[config.mk]
export PLATFORM = sky130hd
export DESIGN_NAME = pdc_cap_ctrl_regs
export DESIGN_NICKNAME = d
export VERILOG_FILES = /design/src/pdc_pkg.sv /design/src/pdc_cap_ctrl_regs.sv /design/src/pdc_axil_slave.sv /design/src/pdc_err_status.sv
export SDC_FILE = /design/constraint.sdc
export NUM_CORES = 1
export LEC_CHECK = 0
export BUFFER_PORTS_ARGS = -buffer_cell sky130_fd_sc_hd__buf_2
export CAP_MARGIN = 25
export CORE_ASPECT_RATIO = 1.5
export CORE_MARGIN = 2
export CORE_UTILIZATION = 50
export CTS_CLUSTER_SIZE = 8
export DETAILED_ROUTE_END_ITERATION = 6
export PLACE_DENSITY = 0.87
export SYNTH_ARGS = -nofsm -noshare
export SYNTH_HDL_FRONTEND = slang
export SYNTH_HIERARCHICAL = 1
export SYNTH_SLANG_ARGS = --single-unit
[constraint.sdc]
create_clock -name sys_clk -period 2.9 [get_ports sys_clk]
set_clock_uncertainty 0.15 [all_clocks]
set_input_delay 0.87 -clock sys_clk [delete_from_list [all_inputs] [get_ports sys_clk]]
set_output_delay 0.87 -clock sys_clk [all_outputs]
set_load 0.01 [all_outputs]
[src/pdc_pkg.sv]
// Shared constants for the device capability and control register bank
package pdc_pkg;

  // Register byte offsets
  localparam logic [7:0] CAP_OFFSET = 8'hc4;
  localparam logic [7:0] CTRL_OFFSET = 8'hc8;

  // Capability field positions
  localparam int CAP_MPS_LSB = 0;
  localparam int CAP_ROLE_ERR_BIT = 15;
  localparam int CAP_SPL_VAL_LSB = 18;
  localparam int CAP_SPL_SCALE_LSB = 26;

  // Control and status field positions
  localparam int CTRL_ERR_EN_LSB = 0;
  localparam int CTRL_MPS_LSB = 5;
  localparam int CTRL_AUX_PM_BIT = 10;
  localparam int STS_ERR_DET_LSB = 16;
  localparam int STS_AUX_DET_BIT = 20;

  // Field widths
  localparam int MPS_W = 3;
  localparam int ERR_W = 4;
  localparam int SPL_VAL_W = 8;
  localparam int SPL_SCALE_W = 2;

  // Reset values
  localparam logic [2:0] MPS_SUP_STRAP0 = 3'h1;
  localparam logic [2:0] MPS_SUP_STRAP1 = 3'h2;
  localparam logic ROLE_ERR_RST = 1'b1;
  localparam logic [2:0] MPS_RST = 3'h0;
  localparam logic [3:0] ERR_EN_RST = 4'h0;
  localparam logic [7:0] SPL_VAL_RST = 8'h00;
  localparam logic [1:0] SPL_SCALE_RST = 2'h0;
  localparam logic AUX_PM_RST = 1'b0;

  // AXI responses
  localparam logic [1:0] RESP_OKAY = 2'h0;
  localparam logic [1:0] RESP_DECERR = 2'h3;

  // Write path states
  typedef enum logic [1:0] {
    WR_COLLECT = 2'b00,
    WR_COMMIT = 2'b01,
    WR_RESP = 2'b10
  } pdc_wr_state_t;

endpackage : pdc_pkg

[src/pdc_cap_ctrl_regs.sv]
// Device capabilities and device control register bank behind AXI4-Lite
//
// Notes on behaviour
// - Supported payload resets 001b, or 010b with the 512 strap; autoload may override.
// - Phantom function support always reads 00b.
// - Extended tag support bit always reads zero.
// - Both endpoint acceptable latency fields read 000b.
// - Role-based error reporting bit resets to one; autoload may change it.
// - Upstream port captures slot power value from the message; else 00h.
// - Upstream port captures slot power scale from the message; else 00b.
// - Four writable error reporting enables, reset zero, gate reporting per class.
// - Relaxed ordering and no snoop enables read zero, not writable.
// - Writable payload size, reset 000b, clamped to the supported value.
// - Extended tag and phantom function enables read zero whatever is written.
// - Aux power enable is a sticky writable bit, reset zero.
// - Read request size field hardwired to 000b.
// - Error detected flags set on every error regardless of enables.
//
// The AXI4-Lite slave port was decided locally.
`timescale 1ns/10ps
module pdc_cap_ctrl_regs (
  // Clock and resets
  input wire logic sys_clk,
  input wire logic reset_n,
  input wire logic porReset_n,
  // Straps and port role
  input wire logic payload_512_strap,
  input wire logic isUpstream,
  // Autoload of defaults
  input wire logic loadValid,
  input wire logic [2:0] loadMpsSupported,
  input wire logic loadRoleErr,
  // Slot power limit message
  input wire logic slotPwrMsgValid,
  input wire logic [7:0] slotPwrMsgValue,
  input wire logic [1:0] slotPwrMsgScale,
  // Error events and aux power
  input wire logic [3:0] errEvent,
  input wire logic auxPwrDetected,
  // AXI4-Lite
  input wire logic [7:0] s_axi_awaddr,
  input wire logic s_axi_awvalid,
  output logic s_axi_awready,
  input wire logic [31:0] s_axi_wdata,
  input wire logic [3:0] s_axi_wstrb,
  input wire logic s_axi_wvalid,
  output logic s_axi_wready,
  output logic [1:0] s_axi_bresp,
  output logic s_axi_bvalid,
  input wire logic s_axi_bready,
  input wire logic [7:0] s_axi_araddr,
  input wire logic s_axi_arvalid,
  output logic s_axi_arready,
  output logic [31:0] s_axi_rdata,
  output logic [1:0] s_axi_rresp,
  output logic s_axi_rvalid,
  input wire logic s_axi_rready,
  // Control outputs
  output logic [2:0] maxPayloadSupported,
  output logic [2:0] maxPayloadSize,
  output logic [3:0] errReportEnable,
  output logic auxPmEnable,
  output logic [3:0] errMsgReq,
  output logic [7:0] slotPwrValue,
  output logic [1:0] slotPwrScale
);

  ////////////////////////////////////////////////////////////////////////
  // Declarations

  logic wrEn;
  logic [7:0] wrAddr;
  logic [31:0] wrData;
  logic [3:0] wrStrb;
  logic [7:0] rdAddr;
  logic [31:0] rdData;
  logic wrHit;
  logic rdHit;
  logic [2:0] mpsSup_r, mpsSup_nxt;
  logic roleErr_r, roleErr_nxt;
  logic strapDone_r;
  logic [7:0] splVal_r, splVal_nxt;
  logic [1:0] splScale_r, splScale_nxt;
  logic [3:0] errEn_r, errEn_nxt;
  logic [2:0] mps_r, mps_nxt;
  logic auxPm_r, auxPm_nxt;
  logic [3:0] errDetected;
  logic [3:0] stsClr;
  logic [2:0] mpsWrite;
  logic [2:0] mpsClamped;
  logic [2:0] strapDefault;
  logic [31:0] capWord;
  logic [31:0] ctrlWord;

  ////////////////////////////////////////////////////////////////////////
  // Bus front end

  pdc_axil_slave u_slave (
    .sys_clk(sys_clk),
    .reset_n(reset_n),
    .s_axi_awaddr(s_axi_awaddr),
    .s_axi_awvalid(s_axi_awvalid),
    .s_axi_awready(s_axi_awready),
    .s_axi_wdata(s_axi_wdata),
    .s_axi_wstrb(s_axi_wstrb),
    .s_axi_wvalid(s_axi_wvalid),
    .s_axi_wready(s_axi_wready),
    .s_axi_bresp(s_axi_bresp),
    .s_axi_bvalid(s_axi_bvalid),
    .s_axi_bready(s_axi_bready),
    .s_axi_araddr(s_axi_araddr),
    .s_axi_arvalid(s_axi_arvalid),
    .s_axi_arready(s_axi_arready),
    .s_axi_rdata(s_axi_rdata),
    .s_axi_rresp(s_axi_rresp),
    .s_axi_rvalid(s_axi_rvalid),
    .s_axi_rready(s_axi_rready),
    .wrEn(wrEn),
    .wrAddr(wrAddr),
    .wrData(wrData),
    .wrStrb(wrStrb),
    .wrHit(wrHit),
    .rdAddr(rdAddr),
    .rdData(rdData),
    .rdHit(rdHit)
  );

  ////////////////////////////////////////////////////////////////////////
  // Address decode

  // Word compare; the low address bits are ignored
  wire wrCap = ({wrAddr[7:2], 2'b00} == pdc_pkg::CAP_OFFSET);
  wire wrCtrl = ({wrAddr[7:2], 2'b00} == pdc_pkg::CTRL_OFFSET);
  wire rdCap = ({rdAddr[7:2], 2'b00} == pdc_pkg::CAP_OFFSET);
  wire rdCtrl = ({rdAddr[7:2], 2'b00} == pdc_pkg::CTRL_OFFSET);
  wire ctrlWrLo = wrEn && wrCtrl && wrStrb[0];
  wire ctrlWrHi = wrEn && wrCtrl && wrStrb[1];
  wire stsWr = wrEn && wrCtrl && wrStrb[2];

  // Capability writes are accepted and dropped, so they still answer OKAY
  assign wrHit = wrCap || wrCtrl;
  assign rdHit = rdCap || rdCtrl;

  ////////////////////////////////////////////////////////////////////////
  // Capability defaults: strap, then autoload

  // Strap is caught on the first edge after release, never under reset
  assign strapDefault = payload_512_strap ? pdc_pkg::MPS_SUP_STRAP1
                                          : pdc_pkg::MPS_SUP_STRAP0;

  // Autoload wins over the strap when both land in one cycle
  always_comb
  begin
    mpsSup_nxt = mpsSup_r;
    roleErr_nxt = roleErr_r;
    if (!strapDone_r)
    begin
      mpsSup_nxt = strapDefault;
    end
    if (loadValid)
    begin
      mpsSup_nxt = loadMpsSupported;
      roleErr_nxt = loadRoleErr;
    end
  end

  always_ff @(posedge sys_clk or negedge reset_n)
  begin
    if (!reset_n)
    begin
      strapDone_r <= 1'b0;
      mpsSup_r <= pdc_pkg::MPS_SUP_STRAP0;
      roleErr_r <= pdc_pkg::ROLE_ERR_RST;
    end
    else
    begin
      strapDone_r <= 1'b1;
      mpsSup_r <= mpsSup_nxt;
      roleErr_r <= roleErr_nxt;
    end
  end

  ////////////////////////////////////////////////////////////////////////
  // Captured slot power limit

  // Downstream ports never capture, and drop a held value if the role changes
  always_comb
  begin
    splVal_nxt = splVal_r;
    splScale_nxt = splScale_r;
    if (!isUpstream)
    begin
      splVal_nxt = pdc_pkg::SPL_VAL_RST;
      splScale_nxt = pdc_pkg::SPL_SCALE_RST;
    end
    else if (slotPwrMsgValid)
    begin
      splVal_nxt = slotPwrMsgValue;
      splScale_nxt = slotPwrMsgScale;
    end
  end

  always_ff @(posedge sys_clk or negedge reset_n)
  begin
    if (!reset_n)
    begin
      splVal_r <= pdc_pkg::SPL_VAL_RST;
      splScale_r <= pdc_pkg::SPL_SCALE_RST;
    end
    else
    begin
      splVal_r <= splVal_nxt;
      splScale_r <= splScale_nxt;
    end
  end

  ////////////////////////////////////////////////////////////////////////
  // Device control

  // Clamp so software can never exceed what the port supports
  assign mpsWrite = wrData[pdc_pkg::CTRL_MPS_LSB +: pdc_pkg::MPS_W];
  assign mpsClamped = (mpsWrite > mpsSup_nxt) ? mpsSup_nxt : mpsWrite;

  // Only enables, payload size and aux enable hold state
  always_comb
  begin
    errEn_nxt = errEn_r;
    mps_nxt = mps_r;
    if (ctrlWrLo)
    begin
      errEn_nxt = wrData[pdc_pkg::CTRL_ERR_EN_LSB +: pdc_pkg::ERR_W];
      mps_nxt = mpsClamped;
    end
    else if (mps_r > mpsSup_nxt)
    begin
      mps_nxt = mpsSup_nxt;
    end
  end

  always_ff @(posedge sys_clk or negedge reset_n)
  begin
    if (!reset_n)
    begin
      errEn_r <= pdc_pkg::ERR_EN_RST;
      mps_r <= pdc_pkg::MPS_RST;
    end
    else
    begin
      errEn_r <= errEn_nxt;
      mps_r <= mps_nxt;
    end
  end

  // Sticky bit: only power-on clears it, a function reset leaves it alone
  assign auxPm_nxt = ctrlWrHi ? wrData[pdc_pkg::CTRL_AUX_PM_BIT] : auxPm_r;

  always_ff @(posedge sys_clk or negedge porReset_n)
  begin
    if (!porReset_n)
    begin
      auxPm_r <= pdc_pkg::AUX_PM_RST;
    end
    else
    begin
      auxPm_r <= auxPm_nxt;
    end
  end

  ////////////////////////////////////////////////////////////////////////
  // Device status error flags

  // Write one to clear, on the third byte lane only
  assign stsClr = stsWr ? wrData[pdc_pkg::STS_ERR_DET_LSB +: pdc_pkg::ERR_W] : 4'h0;

  pdc_err_status #(
    .ERR_W(pdc_pkg::ERR_W)
  ) u_status (
    .sys_clk(sys_clk),
    .reset_n(reset_n),
    .errEvent(errEvent),
    .errEnable(errEn_r),
    .clrMask(stsClr),
    .errDetected(errDetected),
    .errMsgReq(errMsgReq)
  );

  ////////////////////////////////////////////////////////////////////////
  // Read data

  // Unlisted bits stay zero: hardwired fields and reserved space alike
  assign capWord = ({29'h0, mpsSup_r} << pdc_pkg::CAP_MPS_LSB)
                 | ({31'h0, roleErr_r} << pdc_pkg::CAP_ROLE_ERR_BIT)
                 | ({24'h0, splVal_r} << pdc_pkg::CAP_SPL_VAL_LSB)
                 | ({30'h0, splScale_r} << pdc_pkg::CAP_SPL_SCALE_LSB);

  // Bits 4, 8, 9, 11 and 14:12 have no storage and read zero
  assign ctrlWord = ({28'h0, errEn_r} << pdc_pkg::CTRL_ERR_EN_LSB)
                  | ({29'h0, mps_r} << pdc_pkg::CTRL_MPS_LSB)
                  | ({31'h0, auxPm_r} << pdc_pkg::CTRL_AUX_PM_BIT)
                  | ({28'h0, errDetected} << pdc_pkg::STS_ERR_DET_LSB)
                  | ({31'h0, auxPwrDetected} << pdc_pkg::STS_AUX_DET_BIT);

  assign rdData = rdCap ? capWord : (rdCtrl ? ctrlWord : 32'h0000_0000);

  ////////////////////////////////////////////////////////////////////////
  // Outputs

  assign maxPayloadSupported = mpsSup_r;
  assign maxPayloadSize = mps_r;
  assign errReportEnable = errEn_r;
  assign auxPmEnable = auxPm_r;
  assign slotPwrValue = splVal_r;
  assign slotPwrScale = splScale_r;

endmodule : pdc_cap_ctrl_regs

[src/pdc_axil_slave.sv]
// AXI4-Lite slave front end producing a write strobe and a read address
`timescale 1ns/10ps
module pdc_axil_slave (
  // Clock and reset
  input wire logic sys_clk,
  input wire logic reset_n,
  // AXI4-Lite
  input wire logic [7:0] s_axi_awaddr,
  input wire logic s_axi_awvalid,
  output logic s_axi_awready,
  input wire logic [31:0] s_axi_wdata,
  input wire logic [3:0] s_axi_wstrb,
  input wire logic s_axi_wvalid,
  output logic s_axi_wready,
  output logic [1:0] s_axi_bresp,
  output logic s_axi_bvalid,
  input wire logic s_axi_bready,
  input wire logic [7:0] s_axi_araddr,
  input wire logic s_axi_arvalid,
  output logic s_axi_arready,
  output logic [31:0] s_axi_rdata,
  output logic [1:0] s_axi_rresp,
  output logic s_axi_rvalid,
  input wire logic s_axi_rready,
  // Register side
  output logic wrEn,
  output logic [7:0] wrAddr,
  output logic [31:0] wrData,
  output logic [3:0] wrStrb,
  input wire logic wrHit,
  output logic [7:0] rdAddr,
  input wire logic [31:0] rdData,
  input wire logic rdHit
);

  pdc_pkg::pdc_wr_state_t state_r, state_nxt;
  logic awHeld_r, wHeld_r, bothHeld;
  logic [7:0] awAddr_r;
  logic [31:0] wData_r, rData_r;
  logic [3:0] wStrb_r;
  logic [1:0] bResp_r, rResp_r;
  logic rValid_r;
  wire awTake = s_axi_awvalid && s_axi_awready;
  wire wTake = s_axi_wvalid && s_axi_wready;
  wire arTake = s_axi_arvalid && s_axi_arready;

  // Handshakes and register-side view
  assign s_axi_awready = (state_r == pdc_pkg::WR_COLLECT) && !awHeld_r;
  assign s_axi_wready = (state_r == pdc_pkg::WR_COLLECT) && !wHeld_r;
  assign s_axi_bvalid = (state_r == pdc_pkg::WR_RESP);
  assign s_axi_bresp = bResp_r;
  assign s_axi_arready = !rValid_r;
  assign s_axi_rvalid = rValid_r;
  assign s_axi_rdata = rData_r;
  assign s_axi_rresp = rResp_r;
  assign bothHeld = (awHeld_r || awTake) && (wHeld_r || wTake);
  assign wrEn = (state_r == pdc_pkg::WR_COMMIT);
  assign wrAddr = awAddr_r;
  assign wrData = wData_r;
  assign wrStrb = wStrb_r;
  assign rdAddr = s_axi_araddr;

  // Write sequencing: address and data may come in either order
  always_comb
  begin
    state_nxt = state_r;
    case (state_r)
      pdc_pkg::WR_COLLECT: if (bothHeld) state_nxt = pdc_pkg::WR_COMMIT;
      pdc_pkg::WR_COMMIT: state_nxt = pdc_pkg::WR_RESP;
      pdc_pkg::WR_RESP: if (s_axi_bready) state_nxt = pdc_pkg::WR_COLLECT;
      default: state_nxt = pdc_pkg::WR_COLLECT;
    endcase
  end

  // Write channel storage
  always_ff @(posedge sys_clk or negedge reset_n)
  begin
    if (!reset_n)
    begin
      state_r <= pdc_pkg::WR_COLLECT;
      awHeld_r <= 1'b0;
      wHeld_r <= 1'b0;
      awAddr_r <= 8'h00;
      wData_r <= 32'h0000_0000;
      wStrb_r <= 4'h0;
      bResp_r <= pdc_pkg::RESP_OKAY;
    end
    else
    begin
      state_r <= state_nxt;
      if (awTake) awAddr_r <= s_axi_awaddr;
      if (wTake) wData_r <= s_axi_wdata;
      if (wTake) wStrb_r <= s_axi_wstrb;
      awHeld_r <= wrEn ? 1'b0 : (awHeld_r || awTake);
      wHeld_r <= wrEn ? 1'b0 : (wHeld_r || wTake);
      if (wrEn) bResp_r <= wrHit ? pdc_pkg::RESP_OKAY : pdc_pkg::RESP_DECERR;
    end
  end

  // Read channel: data sampled at the address handshake
  always_ff @(posedge sys_clk or negedge reset_n)
  begin
    if (!reset_n)
    begin
      rValid_r <= 1'b0;
      rData_r <= 32'h0000_0000;
      rResp_r <= pdc_pkg::RESP_OKAY;
    end
    else if (arTake)
    begin
      rValid_r <= 1'b1;
      rData_r <= rdData;
      rResp_r <= rdHit ? pdc_pkg::RESP_OKAY : pdc_pkg::RESP_DECERR;
    end
    else if (s_axi_rready) rValid_r <= 1'b0;
  end

endmodule : pdc_axil_slave

[src/pdc_err_status.sv]
// Error detected flags and gated error message requests
`timescale 1ns/10ps
module pdc_err_status #(
  parameter int ERR_W = 4
) (
  // Clock and reset
  input wire logic sys_clk,
  input wire logic reset_n,
  // Events and control
  input wire logic [ERR_W-1:0] errEvent,
  input wire logic [ERR_W-1:0] errEnable,
  input wire logic [ERR_W-1:0] clrMask,
  // State
  output logic [ERR_W-1:0] errDetected,
  output logic [ERR_W-1:0] errMsgReq
);

  logic [ERR_W-1:0] det_r, msg_r;

  assign errDetected = det_r;
  assign errMsgReq = msg_r;

  // One flag per error class; a new event beats a clear
  for (genvar i = 0; i < ERR_W; i++)
  begin : g_flag
    wire flag_nxt = (det_r[i] && !clrMask[i]) || errEvent[i];
    always_ff @(posedge sys_clk or negedge reset_n)
    begin
      if (!reset_n)
      begin
        det_r[i] <= 1'b0;
        msg_r[i] <= 1'b0;
      end
      else
      begin
        det_r[i] <= flag_nxt;
        msg_r[i] <= errEvent[i] && errEnable[i];
      end
    end
  end

endmodule : pdc_err_status

### Yosys cells after proc, flatten, opt, wreduce, memory -nomap -nowiden

Index checks and enable logic that the tools add are counted.

* memory bits (read-only): 0
* memory bits (writable): 0
* memories kept: 0
* word-level logic and storage cells: 103
* output and inout bits: 66
* register bits after elaboration: 103
* bits in latches: 0

* shift-type cells: 0
* add/sub/neg operators: 0
* order comparisons: 2
* reductions and logical operators: 37
* div/mod/pow operators: 0
* bitwise logic cells: 7
* mux-type cells: 22
* multipliers: 0
* equal/unequal tests: 9

Operators with widths (count)
* $mux W28: 1
* $or A26 B28 Y28: 1
* $or A16 B26 Y26: 1
* $eq A6 B6 Y1 const B: 4
* $mux W21: 1
* $or A20 B21 Y21: 1
* $or A11 B20 Y20: 1
* $logic_and A1 B1 Y1: 18
* $mux W8: 2
* $or A3 B16 Y16: 1
* $mux W3: 5
* $mux W2: 7
* $or A8 B11 Y11: 1
* $logic_or A1 B1 Y1: 8
* $or A4 B8 Y8: 1
* $logic_not A1 Y1: 7
* $gt A3 B3 Y1: 2
* $ne A2 B1 Y1 const B: 3
* $pmux W2 S3: 1
* $mux W1: 4
* $mux W4: 1
* $reduce_bool A2 Y1: 2
* $eq A2 B1 Y1 const B: 1
* $eq A2 B2 Y1 const B: 1
* 2 further kinds: 2

### Depth between registers and ports, before layout

* depth after elaboration: 7
* depth in mapped cells: 9

### Modules after synthesis

Netlist, hierarchy kept.

Modules (own cells, without submodules)
* pdc_axil_slave: area each 3250.6 µm², cells an instance 202, instances 1, sequential area each 2077.0 µm²
* pdc_cap_ctrl_regs: area each 1387.6 µm², cells an instance 131, instances 1, sequential area each 578.1 µm²
* pdc_err_status: area each 270.3 µm², cells an instance 20, instances 1, sequential area each 200.2 µm²

### Worst setup path before layout

No wires, ideal clock.

* path kind: in2reg
* start point: input payload_512_strap
* end point: register mps_r[2], in the netlist maxPayloadSize[2]
* buffers on the path: 0
* arrival: 2.158 ns
* setup slack: 0.453 ns
* stages on the path: 8
* data required time: 2.611 ns
* library setup time: 0.139 ns
* cells stage by stage: mux2i_1 > o21ai_0 > inv_1 > ha_1 > a211oi_1 > o21bai_4 > nand3_1 > o221ai_1

* longest elaborated chain between the ends: 6

RTL lines
* start: declaration: line pdc_cap_ctrl_regs.sv:27 `input wire logic payload_512_strap,`
* $mux W2 (*): line pdc_cap_ctrl_regs.sv:148 `assign strapDefault = payload_512_strap ? pdc_pkg::MPS_SUP_STRAP1`
* $mux W3 (*): line pdc_cap_ctrl_regs.sv:156 `if (!strapDone_r)`
* $mux W3 (*): line pdc_cap_ctrl_regs.sv:160 `if (loadValid)`
* via mpsSup_nxt[1]: line pdc_cap_ctrl_regs.sv:79 `logic [2:0] mpsSup_r, mpsSup_nxt;`
* $gt A3 B3 Y1: line pdc_cap_ctrl_regs.sv:222 `assign mpsClamped = (mpsWrite > mpsSup_nxt) ? mpsSup_nxt : mpsWrite;`
* $mux W3: line pdc_cap_ctrl_regs.sv:222
* $mux W3: line pdc_cap_ctrl_regs.sv:229 `if (ctrlWrLo)`
* end signal: assignment: line pdc_cap_ctrl_regs.sv:245 `mps_r <= pdc_pkg::MPS_RST;`
* end signal: assignment: line pdc_cap_ctrl_regs.sv:250 `mps_r <= mps_nxt;`
* end: declaration: line pdc_cap_ctrl_regs.sv:85 `logic [2:0] mps_r, mps_nxt;`

Mark *: on every way through the listed nets, which the timed path passes. The rest lies on a longest branch.
A chain may end at the register's enable or synchronous reset.

### Final worst setup path

Ends and elaborated chain as after synthesis.

==> results.py <==
metrics = {
    "status": {
        "status": "finished, final reports clean",
    },
    "die": {
        "core_area_um2": 7960,
        "die_area_um2": 8850,
        "die_y_um": 114,
        "start_util_pct": 50.9,
        "die_x_um": 77.5,
        "num_rows": 40,
        "io_pins": 149,
    },
    "pwr": {
        "vdd_drop_max_mv": 0.490,
        "pwr-share-seq_pct": 46.1,
        "switching_share_pct": 28.5,
        "switchingPower_mw": 1.11,
        "cellPowerDensity_nw_per_um2": 765,
        "p_int_mw": 2.78,
        "pwr-share-comb_pct": 24.5,
        "power_leakage_nw": 2.65,
        "clock_power_share_pct": 29.4,
    },
    "worst_setup_path": {
        "critPathLaunchType": "input port",
        "reg2reg_from": "strapDone_r",
        "critical_path_depth": 9,
        "crit_fanout": 5,
        "crit_buf_inv": 2,
        "required_ns": 2.95,
        "reg2regPathDepth": 8,
        "cp.arrival_ns": 2.43,
        "end_kind": "flop",
        "worstSetupPathType": "input port to flop",
        "max_stage_delay_ns": 0.37,
        "path_cells": "buf_2 > mux2i_1 > o21ai_0 > inv_1 > ha_1 > a211oi_1 > o21bai_4 > nand3_1 > o221ai_1",
        "r2r_slack_ns": 0.65,
        "regToRegEndpoint": "maxPayloadSize[2]",
        "crit_path_top_delay_cell": "a211oi_1",
        "cp_top_family": "compound AO/OA/AOI/OAI gates",
    },
    "cts": {
        "cts.sinks": 91,
        "clk_latency_ns": 0.33,
        "cts_hold_buf": 0,
        "cts-resized-gates": 0,
        "post_cts.repair.setup_buffers": 0,
        "path_clk_slew_ns": 0.06,
        "htreeDepth": 3,
        "cts_tree": "built",
        "ctsLongestPathBuffers": 2,
        "cts_made_buffers": 9,
        "cts_root_buf": "clkbuf_16",
    },
    "detailed_routing": {
        "drc": 0,
        "dr.pass1.iters": 4,
        "drtIter0Drc": 96,
        "wl_um": 8140,
        "avgRoutedWirePerCell_um": 14.9,
        "vias_per_cell": 5.05,
        "vias": 2756,
        "ant_nets": 0,
    },
    "grt": {
        "antenna_found_initial": 0,
        "grtUsageTotal_pct": 19.7,
        "grt_first_pass_wirelength_um": 13400,
        "overflow": 0,
        "grt_pass1_vias": 2826,
        "grt_max_degree": 58,
    },
    "placement": {
        "place_congestion": 0.788,
        "port_buffers": 123,
        "place_area_um2": 4790,
        "place_hpwl_um": 6040,
    },
    "hold_path": {
        "hold_path_class": "input port to async pin",
    },
    "sta": {
        "tns_ns": 0,
        "post-route-period-util_pct": 81.9,
        "fmax_mhz": 421,
        "hold_viol_final": 0,
        "slew_headroom_pct": 62.5,
        "setup_violations": 0,
        "rsz0062_at_grt": "no",
        "drv_slew": 0,
        "worstMarginPinSlew_ns": 0.558,
        "period_needed_ns": 2.38,
    },
    "flow_run": {
        "maxCapViolations": 0,
    },
    "final_layout": {
        "postLayoutCoreUtil_pct": 63.9,
        "final_layout_size_suffix_gt1_share_pct": 49.0,
        "area_growth_pct": 25.6,
        "n_antenna_cell": 0,
        "fin_area_um2": 5080,
        "final_nets": 526,
    },
    "synthesis": {
        "netlist_instances": 304,
        "netlist_area_um2": 4050,
        "yosysWarnings": 6,
        "postSynthAreaPerCell_um2": 13.3,
    },
}
-- flip-flops by register name, indices dropped and copies added, names as in the netlist --
signal and cells:
u_slave/s_axi_rdata 32, u_slave/wrData 12, slotPwrValue 8, u_slave/wrAddr 6
errReportEnable 4, u_status/errDetected 4, u_status/errMsgReq 4, maxPayloadSize 3
maxPayloadSupported 3, u_slave/wrStrb 3, slotPwrScale 2, u_slave/state_r 2
auxPmEnable 1, roleErr_r 1, strapDone_r 1, u_slave/awHeld_r 1
u_slave/s_axi_bresp 1, u_slave/s_axi_rresp 1, u_slave/s_axi_rvalid 1, u_slave/wHeld_r 1
-- metal layers --
metal | global-route usage, % | up-vias | share of wire (%)
li1 | - | 1291 | -
met4 | 10.5 | 0 | 2.5
met1 | 22.4 | 1365 | 40
met2 | 35.0 | 85 | 53
met3 | 3.39 | 15 | 4.4
met5 | 0 | - | 0
-- through the flow --
step | total power, mW | hold WS, ns | worst slack (ns) | std cells
floorplan | 2.47 | 0.291 | 0.453 | 314
global placement | 2.71 | 0.300 | 0.253 | 531
detailed placement | 2.78 | 0.309 | 0.155 | 531
CTS | 3.95 | 0.137 | 0.549 | 546
global route | 4.12 | 0.136 | 0.368 | 546
finish | 3.89 | 0.149 | 0.524 | 546
-- how the worst max path moves through the flow --
stage | startpoint | end | slack [ns]
2_1_floorplan | payload_512_strap | maxPayloadSize[2] | 0.45
3_3_place_gp | loadValid | maxPayloadSize[2] | 0.25
3_5_place_dp | loadValid | maxPayloadSize[2] | 0.16
4_1_cts | payload_512_strap | maxPayloadSize[2] | 0.55
5_1_grt | loadValid | maxPayloadSize[1] | 0.37
6_report | payload_512_strap | maxPayloadSize[2] | 0.52
-- cells in the final DEF (no fill, tap or decap), types with 3 or more instances in the layout --
| cell type | instances |
|---|---|
| nor2b_1 | 12 |
| clkbuf_16 | 9 |
| nand3_1 | 4 |
| nand2_1 | 6 |
| o21ai_0 | 5 |
| mux2_2 | 59 |
| ha_1 | 6 |
| and3_1 | 4 |
| nor2_1 | 3 |
| a21oi_1 | 3 |
| dfrtp_1 | 89 |
| and2_1 | 19 |
| buf_2 | 122 |
| inv_1 | 20 |
| nor3_1 | 4 |
| mux2i_1 | 17 |
| buf_4 | 9 |
| conb_1 | 12 |
| a21o_1 | 5 |
| a22o_1 | 6 |
-- layout make-up --
class	instances	area, µm²
multi-input combinational	183	1610
fill	646	2870
clock inverter	2	35.0
timing repair buffer	132	698
clock buffer	13	260
sequential	91	2280
tap	105	131
inverter	20	75.1
-- power groups by stage --
stage	combinational (mW)	clock [mW]	sequential, mW
finish	0.955	1.14	1.79
global route	1.06	1.24	1.83
CTS	0.967	1.18	1.80
detailed placement	0.962	0	1.82
global placement	0.918	0	1.79
floorplan	0.680	0	1.78
Power figures use the tool's default switching activity.
